--- config.mk ---
export PLATFORM = sky130hd
export DESIGN_NAME = pbc_gpio
export DESIGN_NICKNAME = d
export VERILOG_FILES = /design/src/pkg/pbc_pkg.sv /design/src/core/pbc_gpio.sv
export SDC_FILE = /design/constraint.sdc
export NUM_CORES = 1
export LEC_CHECK = 0
export CAP_MARGIN = 20
export CORE_MARGIN = 2
export CORE_UTILIZATION = 62
export DETAILED_ROUTE_END_ITERATION = 6
export DONT_BUFFER_PORTS = 1
export PLACE_DENSITY = 0.81
export SYNTH_ARGS = -nofsm -noshare
export SYNTH_HDL_FRONTEND = slang
export SYNTH_SLANG_ARGS = --single-unit
export TNS_END_PERCENT = 10
--- constraint.sdc ---
create_clock -name clk_i -period 2 [get_ports clk_i]
set_clock_uncertainty 0.1 [all_clocks]
set_input_delay 0.2 -clock clk_i [delete_from_list [all_inputs] [get_ports clk_i]]
set_output_delay 0.2 -clock clk_i [all_outputs]
set_load 0.1 [all_outputs]
--- src/pkg/pbc_pkg.sv ---
// Package for the two general-purpose ports: register map, reset values, carriers.
package pbc_pkg;

  // ****************************************
  // Register bus geometry
  // ****************************************
  localparam int unsigned ADDR_W = 12;
  localparam int unsigned DATA_W = 8;
  localparam int unsigned PORT_W = 8;

  // Address is {bank, offset}; banks let printed offsets that coincide stay apart.
  localparam logic [3:0] BANK_0 = 4'h0;
  localparam logic [3:0] BANK_1 = 4'h1;
  localparam logic [3:0] BANK_3 = 4'h3;

  localparam logic [7:0] OFS_PORT_A_DATA_AND_PULLUP_CTRL_CTRL = 8'h10;
  localparam logic [7:0] OFS_B_DIR      = 8'h11;
  localparam logic [7:0] OFS_B_DATA     = 8'h12;
  localparam logic [7:0] OFS_C_DIR      = 8'h10;
  localparam logic [7:0] OFS_C_DATA     = 8'h11;
  localparam logic [7:0] OFS_IRQ_FLAGS1 = 8'h16;
  localparam logic [7:0] OFS_IRQ_ENA1   = 8'h17;
  localparam logic [7:0] OFS_TMR_CTRL2  = 8'h17;

  // ****************************************
  // Field positions
  // ****************************************
  localparam int unsigned BIT_PULLUP_DIS = 7;
  localparam int unsigned BIT_CHANGE     = 7;
  localparam int unsigned BIT_PWM_OUTPUT_ONE_ON    = 4;
  localparam int unsigned BIT_PWM_OUTPUT_TWO_ON    = 5;

  localparam int unsigned PIN_CAPTURE_INPUT_ONE  = 0;
  localparam int unsigned PIN_CAPTURE_INPUT_TWO  = 1;
  localparam int unsigned PIN_PWM_OUTPUT_ONE  = 2;
  localparam int unsigned PIN_PWM_OUTPUT_TWO  = 3;
  localparam int unsigned PIN_TCK12 = 4;
  localparam int unsigned PIN_TCK3  = 5;
  localparam int unsigned PIN_SCK   = 6;
  localparam int unsigned PIN_SDO   = 7;

  // ****************************************
  // Reset values
  // ****************************************
  localparam logic [7:0] DIR_RST        = 8'hFF;
  localparam logic [7:0] LATCH_RST      = 8'h00;
  localparam logic [7:0] REG_RST        = 8'h00;
  localparam logic       PULLUP_DIS_RST = 1'b0;
  localparam logic       FLAG_RST       = 1'b0;

  // ****************************************
  // Processor mode from configuration bits
  // ****************************************
  typedef enum logic [1:0] {
    MODE_MICROPROC = 2'b00,
    MODE_EXT_MCU   = 2'b01,
    MODE_MCU       = 2'b10,
    MODE_MCU_PROT  = 2'b11
  } pbc_mode_e;

  // Drive of one 8-bit pin group.
  typedef struct packed {
    logic [7:0] level;
    logic [7:0] oe;
  } pbc_drive_s;

  // Peripheral signals that may take over first-port pins.
  typedef struct packed {
    logic pwm_output_one;
    logic pwm_output_two;
    logic spi_en;
    logic sck_out;
    logic sck_oe;
    logic sdo;
  } pbc_periph_s;

endpackage : pbc_pkg

--- src/core/pbc_gpio.sv ---
// Two 8-bit general-purpose ports with pin sharing; pull-ups and change detection on the first port only.
`timescale 1ns/1ps

module pbc_gpio
  import pbc_pkg::*;
(
  // Clock and reset
  input  wire logic                        clk_i,
  input  wire logic                        resetn_i,
  // Register port
  input  wire logic [pbc_pkg::ADDR_W-1:0]  addr_i,
  input  wire logic [pbc_pkg::DATA_W-1:0]  wdata_i,
  input  wire logic                        wr_i,
  input  wire logic                        rd_i,
  output logic      [pbc_pkg::DATA_W-1:0]  rdata_o,
  // First port pins
  input  wire logic [pbc_pkg::PORT_W-1:0]  first_port_pins_i,
  output logic      [pbc_pkg::PORT_W-1:0]  first_port_pins_o,
  output logic      [pbc_pkg::PORT_W-1:0]  first_port_pins_oe_o,
  output logic      [pbc_pkg::PORT_W-1:0]  first_port_pullup_o,
  // Second port pins
  input  wire logic [pbc_pkg::PORT_W-1:0]  second_port_pins_i,
  output logic      [pbc_pkg::PORT_W-1:0]  second_port_pins_o,
  output logic      [pbc_pkg::PORT_W-1:0]  second_port_pins_oe_o,
  // System bus side
  input  wire logic [1:0]                  proc_mode_i,
  input  wire logic [pbc_pkg::PORT_W-1:0]  bus_addr_data_low_byte_i,
  input  wire logic                        bus_addr_data_oe_i,
  output logic      [pbc_pkg::PORT_W-1:0]  bus_addr_data_low_byte_o,
  // Peripheral side
  input  wire pbc_pkg::pbc_periph_s        periph_i,
  output logic                             capture_input_one_o,
  output logic                             capture_input_two_o,
  output logic                             timer12_ext_clock_o,
  output logic                             timer3_ext_clock_o,
  output logic                             spi_sck_in_o,
  output logic                             pwm_output_one_enable_o,
  output logic                             pwm_output_two_enable_o,
  // Events
  output logic                             periph_irq_o,
  output logic                             wake_o
);
  import pbc_pkg::*;

  // ****************************************
  // Decoding
  // ****************************************
  function automatic logic reg_hit(input logic [ADDR_W-1:0] a,
                                   input logic [3:0]        bank,
                                   input logic [7:0]        ofs);
    reg_hit = (a == {bank, ofs});
  endfunction : reg_hit

  logic wr_port_a_data_and_pullup_ctrl;
  logic wr_b_dir;
  logic wr_b_data;
  logic wr_c_dir;
  logic wr_c_data;
  logic wr_flags;
  logic wr_ena;
  logic wr_tctl;

  assign wr_port_a_data_and_pullup_ctrl  = wr_i && reg_hit(addr_i, BANK_0, OFS_PORT_A_DATA_AND_PULLUP_CTRL_CTRL);
  assign wr_b_dir  = wr_i && reg_hit(addr_i, BANK_0, OFS_B_DIR);
  assign wr_b_data = wr_i && reg_hit(addr_i, BANK_0, OFS_B_DATA);
  assign wr_c_dir  = wr_i && reg_hit(addr_i, BANK_1, OFS_C_DIR);
  assign wr_c_data = wr_i && reg_hit(addr_i, BANK_1, OFS_C_DATA);
  assign wr_flags  = wr_i && reg_hit(addr_i, BANK_1, OFS_IRQ_FLAGS1);
  assign wr_ena    = wr_i && reg_hit(addr_i, BANK_1, OFS_IRQ_ENA1);
  assign wr_tctl   = wr_i && reg_hit(addr_i, BANK_3, OFS_TMR_CTRL2);

  // ****************************************
  // Pin synchronisers
  // ****************************************
  logic [PORT_W-1:0] b_meta_r;
  logic [PORT_W-1:0] b_sync_r;
  logic [PORT_W-1:0] c_meta_r;
  logic [PORT_W-1:0] c_sync_r;

  always_ff @(posedge clk_i) begin
    if (!resetn_i) begin
      b_meta_r <= LATCH_RST;
      b_sync_r <= LATCH_RST;
      c_meta_r <= LATCH_RST;
      c_sync_r <= LATCH_RST;
    end else begin
      b_meta_r <= first_port_pins_i;
      b_sync_r <= b_meta_r;
      c_meta_r <= second_port_pins_i;
      c_sync_r <= c_meta_r;
    end
  end

  // ****************************************
  // Software registers
  // ****************************************
  logic [PORT_W-1:0] b_dir_r;
  logic [PORT_W-1:0] b_latch_r;
  logic [PORT_W-1:0] c_dir_r;
  logic [PORT_W-1:0] c_latch_r;
  logic              pullup_dis_r;
  logic [DATA_W-1:0] irq_ena_r;
  logic [DATA_W-1:0] tmr_ctrl2_r;

  always_ff @(posedge clk_i) begin
    if (!resetn_i) begin
      b_dir_r <= DIR_RST;
      c_dir_r <= DIR_RST;
    end else begin
      if (wr_b_dir) begin
        b_dir_r <= wdata_i;
      end
      if (wr_c_dir) begin
        c_dir_r <= wdata_i;
      end
    end
  end

  // Latches are not reset on real silicon; a known value keeps simulation clean.
  always_ff @(posedge clk_i) begin
    if (!resetn_i) begin
      b_latch_r <= LATCH_RST;
      c_latch_r <= LATCH_RST;
    end else begin
      if (wr_b_data) begin
        b_latch_r <= wdata_i;
      end
      if (wr_c_data) begin
        c_latch_r <= wdata_i;
      end
    end
  end

  always_ff @(posedge clk_i) begin
    if (!resetn_i) begin
      pullup_dis_r <= PULLUP_DIS_RST;
    end else if (wr_port_a_data_and_pullup_ctrl) begin
      pullup_dis_r <= wdata_i[BIT_PULLUP_DIS];
    end
  end

  always_ff @(posedge clk_i) begin
    if (!resetn_i) begin
      irq_ena_r   <= REG_RST;
      tmr_ctrl2_r <= REG_RST;
    end else begin
      if (wr_ena) begin
        irq_ena_r <= wdata_i;
      end
      if (wr_tctl) begin
        tmr_ctrl2_r <= wdata_i;
      end
    end
  end

  // ****************************************
  // Change detection
  // ****************************************
  logic [PORT_W-1:0] mismatch;
  logic              any_mismatch;
  logic              change_flag_r;

  // inputs only, pin against own latch bit
  assign mismatch = b_dir_r & (b_sync_r ^ b_latch_r);
  assign any_mismatch = |mismatch;

  // A write that clears the flag while a mismatch is present loses, so an edge
  // arriving during the service routine is never dropped.
  // defined reset value
  always_ff @(posedge clk_i) begin
    if (!resetn_i) begin
      change_flag_r <= FLAG_RST;
    end else if (any_mismatch) begin
      change_flag_r <= 1'b1;
    end else if (wr_flags) begin
      change_flag_r <= wdata_i[BIT_CHANGE];
    end
  end

  // ****************************************
  // Interrupt request and wake
  // ****************************************
  always_ff @(posedge clk_i) begin
    if (!resetn_i) begin
      periph_irq_o <= 1'b0;
      wake_o       <= 1'b0;
    end else begin
      periph_irq_o <= change_flag_r & irq_ena_r[BIT_CHANGE];
      // wake on change, independent of the enable
      wake_o       <= change_flag_r;
    end
  end

  // ****************************************
  // First port pin drive
  // ****************************************
  logic [PORT_W-1:0] b_level;
  logic [PORT_W-1:0] b_oe;
  logic              pwm_output_one_on;
  logic              pwm_output_two_on;

  assign pwm_output_one_on = tmr_ctrl2_r[BIT_PWM_OUTPUT_ONE_ON];
  assign pwm_output_two_on = tmr_ctrl2_r[BIT_PWM_OUTPUT_TWO_ON];

  generate
    for (genvar i = 0; i < PORT_W; i++) begin : g_first_pin
      always_comb begin
        b_level[i] = b_latch_r[i];
        b_oe[i]    = ~b_dir_r[i];
        if (i == PIN_PWM_OUTPUT_ONE && pwm_output_one_on) begin
          b_level[i] = periph_i.pwm_output_one;
          b_oe[i]    = 1'b1;
        end else if (i == PIN_PWM_OUTPUT_TWO && pwm_output_two_on) begin
          b_level[i] = periph_i.pwm_output_two;
          b_oe[i]    = 1'b1;
        end else if (i == PIN_SCK && periph_i.spi_en) begin
          b_level[i] = periph_i.sck_out;
          b_oe[i]    = periph_i.sck_oe;
        end else if (i == PIN_SDO && periph_i.spi_en) begin
          b_level[i] = periph_i.sdo;
          b_oe[i]    = 1'b1;
        end
      end
    end
  endgenerate

  always_ff @(posedge clk_i) begin
    if (!resetn_i) begin
      first_port_pins_o    <= LATCH_RST;
      first_port_pins_oe_o <= ~DIR_RST;
      first_port_pullup_o  <= {PORT_W{~PULLUP_DIS_RST}};
    end else begin
      first_port_pins_o    <= b_level;
      first_port_pins_oe_o <= b_oe;
      first_port_pullup_o  <= {PORT_W{~pullup_dis_r}} & ~b_oe;
    end
  end

  // alternate functions out of the synchronised pins; pulse-output enables from tmr_ctrl2_r
  always_ff @(posedge clk_i) begin
    if (!resetn_i) begin
      capture_input_one_o <= 1'b0;
      capture_input_two_o <= 1'b0;
      timer12_ext_clock_o <= 1'b0;
      timer3_ext_clock_o  <= 1'b0;
      spi_sck_in_o        <= 1'b0;
      pwm_output_one_enable_o       <= 1'b0;
      pwm_output_two_enable_o       <= 1'b0;
    end else begin
      capture_input_one_o <= b_sync_r[PIN_CAPTURE_INPUT_ONE];
      capture_input_two_o <= b_sync_r[PIN_CAPTURE_INPUT_TWO];
      timer12_ext_clock_o <= b_sync_r[PIN_TCK12];
      timer3_ext_clock_o  <= b_sync_r[PIN_TCK3];
      spi_sck_in_o        <= b_sync_r[PIN_SCK];
      pwm_output_one_enable_o       <= pwm_output_one_on;
      pwm_output_two_enable_o       <= pwm_output_two_on;
    end
  end

  // ****************************************
  // Second port and system bus
  // ****************************************
  logic       bus_mode;
  pbc_drive_s c_drive;

  // bus only in processor or extended modes
  assign bus_mode = (pbc_mode_e'(proc_mode_i) == MODE_MICROPROC) ||
                    (pbc_mode_e'(proc_mode_i) == MODE_EXT_MCU);

  always_comb begin
    if (bus_mode) begin
      c_drive.level = bus_addr_data_low_byte_i;
      c_drive.oe    = {PORT_W{bus_addr_data_oe_i}};
    end else begin
      c_drive.level = c_latch_r;
      c_drive.oe    = ~c_dir_r;
    end
  end

  always_ff @(posedge clk_i) begin
    if (!resetn_i) begin
      second_port_pins_o       <= LATCH_RST;
      second_port_pins_oe_o    <= ~DIR_RST;
      bus_addr_data_low_byte_o <= LATCH_RST;
    end else begin
      second_port_pins_o       <= c_drive.level;
      second_port_pins_oe_o    <= c_drive.oe;
      bus_addr_data_low_byte_o <= c_sync_r;
    end
  end

  // ****************************************
  // Read data, one cycle after the strobe
  // ****************************************
  logic [DATA_W-1:0] rdata_nxt;

  always_comb begin
    rdata_nxt = REG_RST;
    if (reg_hit(addr_i, BANK_0, OFS_PORT_A_DATA_AND_PULLUP_CTRL_CTRL)) begin
      rdata_nxt[BIT_PULLUP_DIS] = pullup_dis_r;
    end else if (reg_hit(addr_i, BANK_0, OFS_B_DIR)) begin
      rdata_nxt = b_dir_r;
    end else if (reg_hit(addr_i, BANK_0, OFS_B_DATA)) begin
      rdata_nxt = b_sync_r;
    end else if (reg_hit(addr_i, BANK_1, OFS_C_DIR)) begin
      rdata_nxt = c_dir_r;
    end else if (reg_hit(addr_i, BANK_1, OFS_C_DATA)) begin
      rdata_nxt = c_sync_r;
    end else if (reg_hit(addr_i, BANK_1, OFS_IRQ_FLAGS1)) begin
      rdata_nxt[BIT_CHANGE] = change_flag_r;
    end else if (reg_hit(addr_i, BANK_1, OFS_IRQ_ENA1)) begin
      rdata_nxt = irq_ena_r;
    end else if (reg_hit(addr_i, BANK_3, OFS_TMR_CTRL2)) begin
      rdata_nxt = tmr_ctrl2_r;
    end
  end

  // Read data stands only in the cycle after the strobe; otherwise zero.
  always_ff @(posedge clk_i) begin
    if (!resetn_i) begin
      rdata_o <= REG_RST;
    end else if (rd_i) begin
      rdata_o <= rdata_nxt;
    end else begin
      rdata_o <= REG_RST;
    end
  end

endmodule : pbc_gpio

==> impl_metrics.csv <==
group,metric,value,unit
sta,slew_headroom,40.6,%
synthesis,synthMuxAreaShare,4.28,%
synthesis,synth_fa_ha_area_share,0,%
critical_path,ff2ff_setup_slack,0.49,ns
critical_path,path_buf_inv,3,
floorplanning,ioPinCount,122,
power_and_ir_drop,fin_total_pwr,6.65,mW
critical_path,path_delay_family,"simple AND/OR/NAND/NOR gates",
global_routing,grt_max_degree,104,
place,dp.cells,716,
synthesis,async_flop_share,0,%
sta,fin_crit_sh,97.1,%
route,wl_per_cell,22.1,um
clock_tree,clkSinkCount,147,
finish,drive_gt1_share,18.3,%
synthesis,synth_common_cells,"dfxtp_1 (147), nand2_1 (66), and2_1 (60)",
clock_tree,cts_buffers,17,
critical_path,r2r_cells,4,
floorplanning,initial_utilization,64.9,%
job,maxCapViolCount,0,
clock_tree,clk_path_buf_depth,2,
synthesis,synth-seq-area-share,54.7,%
floorplanning,core,0.00830,sq mm
synthesis,syn_nets,621,
finish,fin_cells,811,
sta,max_freq,0.515,GHz
clock_tree,root_buffer,"clkbuf_8",
sta,worst_slack,0.0586,ns
place,portBuffers,0,
route,drt_iter0_drc,607,
finish,fill_cells,370,
power_and_ir_drop,ir_drop,0.718,mV
sta,rsz0062_at_grt,"no",
critical_path,critPathSlowestCell,"or4_4",
synthesis,synth_edf_count,0,
critical_path,r2r_start,"change_flag_r",
synthesis,synthSimpleGateAreaFrac,23.7,%
floorplanning,die_x,97.2,um
critical_path,end_kind,"register",
sta,tightestPinTransition,0.891,ns
finish,nets,750,
global_routing,grt_pass1_vias,5137,
route,wl,17.9,mm
route,ant_nets,0,
finish,stdcell_area,0.00723,sq mm
min_path,min_to,"rdata_o[0]",
route,num_vias,5097,
critical_path,required,2.31,ns
clock_tree,h-tree-depth,4,
sta,finalMaxSlewViolations,0,
place,gp_congestion,0.938,
sta,fin_tns_setup,0,ns
run_status,status,"finished clean",
min_path,hp-start,"addr_i[0]",
synthesis,synth.top_cell.area_share,54.7,%
finish,diodes,0,
floorplanning,die_h,97.2,um
power_and_ir_drop,power.density,920,mW/mm^2
synthesis,avgSynthCellArea,9.55,sq um
clock_tree,clk_pin_slew_worst_paths,0.07,ns
synthesis,netlist_area,0.00538,sq mm
synthesis,synth-seq-cells,147,
critical_path,crit_chain,"or4_4, nor4_4, buf_6, nand2_1, buf_4, nand2_1, nand3_1, dlygate4sd3_1",
critical_path,cp_common_cell,"nand2_1",
synthesis,syn_inst,564,
route,avgViaCountPerCell,6.28,
synthesis,yosysTopAreaCell,"dfxtp_1",
synthesis,synth.distinct_cells,47,
min_path,holdPathStages,4,
global_routing,antenna_found_initial,0,
synthesis,synth_xor_xnor_area_share,1.30,%
synthesis,synth_compound_area_share,12.2,%
critical_path,slowest_delay,0.59,ns
global_routing,grt_overflow,0,
sta,hold_viol_final,0,
critical_path,worstSetupPathType,"in2reg",
critical_path,crit_arrival,2.25,ns
finish,regArea,0.00294,sq mm
global_routing,grt_pass1_wl,27.9,mm
synthesis,synth_most_common_cell,"dfxtp_1",
floorplanning,die_area,0.00944,sq mm
clock_tree,insertion_delay,0.53,ns
route,drc,0,
min_path,min_path_type,"in2reg",
synthesis,synth_ff_type,"dfxtp_1",
sta,min_period,1.94,ns
critical_path,r2r_end,"rdata_o[7]",
global_routing,gr-usage-all-layers,38.1,%
route,firstDrtPassIters,6,
synthesis,yosysWarnings,0,
finish,multi_input_area,0.00224,sq mm
floorplanning,rows,33,
place,dp_hpwl,10.1,mm
critical_path,crit_fanout,8,
power_and_ir_drop,p_leak,3.04,nW
place,dpl_cell_area,0.00600,sq mm
finish,area_growth,34.3,%
clock_tree,cts_tree,"done",
place,place_ws,0.0226,ns
synthesis,synth_top_family_by_area,"simple AND/OR/NAND/NOR gates",
sta,finalSetupViolCount,0,
critical_path,start_kind,"input port",
synthesis,ys_top_cells_by_area,"dfxtp_1 (55%), and2_1 (7.0%), nand2_1 (4.6%)",
==> logic make-up (layout without fill, tap and decap cells) <==
logic type	after synthesis	in the layout
simple gates	240	240
flops	147	147
compound gates	99	99
buf+inv	47	189
mux	23	23
xor+xnor	8	8
==> power breakdown <==
group | switching [mW] | total [mW] | leakage, nW | internal, mW
logic | 0.372 | 0.552 | 1.57 | 0.180
clock network | 1.36 | 3.09 | 0.272 | 1.73
registers | 0.0288 | 3.02 | 1.20 | 2.99
total | 1.76 | 6.65 | 3.04 | 4.89
==> worst reg2reg max path, delay by kind of cell (launching register included) <==
| family | cells | cell delay (ns) |
|---|---|---|
| flip-flops | 1 | 0.44 |
| AO/OA/AOI/OAI | 3 | 0.70 |
| AND/OR/NAND/NOR | 1 | 0.14 |
==> cells in the final DEF (no fill, tap or decap), drive strengths merged, types with 7 or more instances in the layout <==
cell         instances
o21ai               13
inv                 14
buf                 87
nand2b              10
o22ai               15
clkbuf              19
a21boi              20
and2                60
o311a                7
nor2                29
nand2               66
a22oi                7
a21oi               24
nand3               47
dlygate4sd3         60
nand4                7
dfxtp              147
mux2i               23
==> worst max-delay path by stage <==
stage,start,end,slack (ns),cells past startpoint
global route,addr_i[3],b_dir_r[6],0.03,8
global placement,addr_i[3],rdata_o[2],0.02,6
CTS,wr_i,b_dir_r[6],0.03,6
detailed placement,addr_i[3],rdata_o[2],0.02,6
floorplan,addr_i[5],tmr_ctrl2_r[7],0.17,5
finish,addr_i[3],b_dir_r[6],0.06,8
==> through the flow <==
stage,utilization (%),hold slack [ns]
3_3_place_gp,72.3,0.180
2_1_floorplan,-,0.224
4_1_cts,86.9,0.00345
3_5_place_dp,72.3,0.183
6_report,87.1,0.00283
5_1_grt,87.1,0.0290
==> timing repair <==
action | 4_1_cts | 5_1_grt
hold buffers | 62 | 0
setup buffers | 0 | 1
resized for setup | 0 | 2
hold endpoints to repair | 144 | 0
setup endpoints to repair | 0 | 1
==> per-layer routing <==
layer  track usage (%)  wire, um  vias up
met1              42.7      6330     2380
met4              21.7      1000        0
met2              66.4      8790      414
li1                  -         -     2198
met5                 0         0        -
met3              8.92      1770      105
==> cell type report <==
type | count | area share [%]
inverters | 9 | 0.467
clock inverters | 13 | 1.99
clock buffers | 19 | 5.97
repair buffers | 148 | 18.0
flip-flops and latches | 147 | 40.7
multi-input cells | 370 | 31.0
well taps | 105 | 1.82
Note: power is estimated with default switching activity, not from simulation.
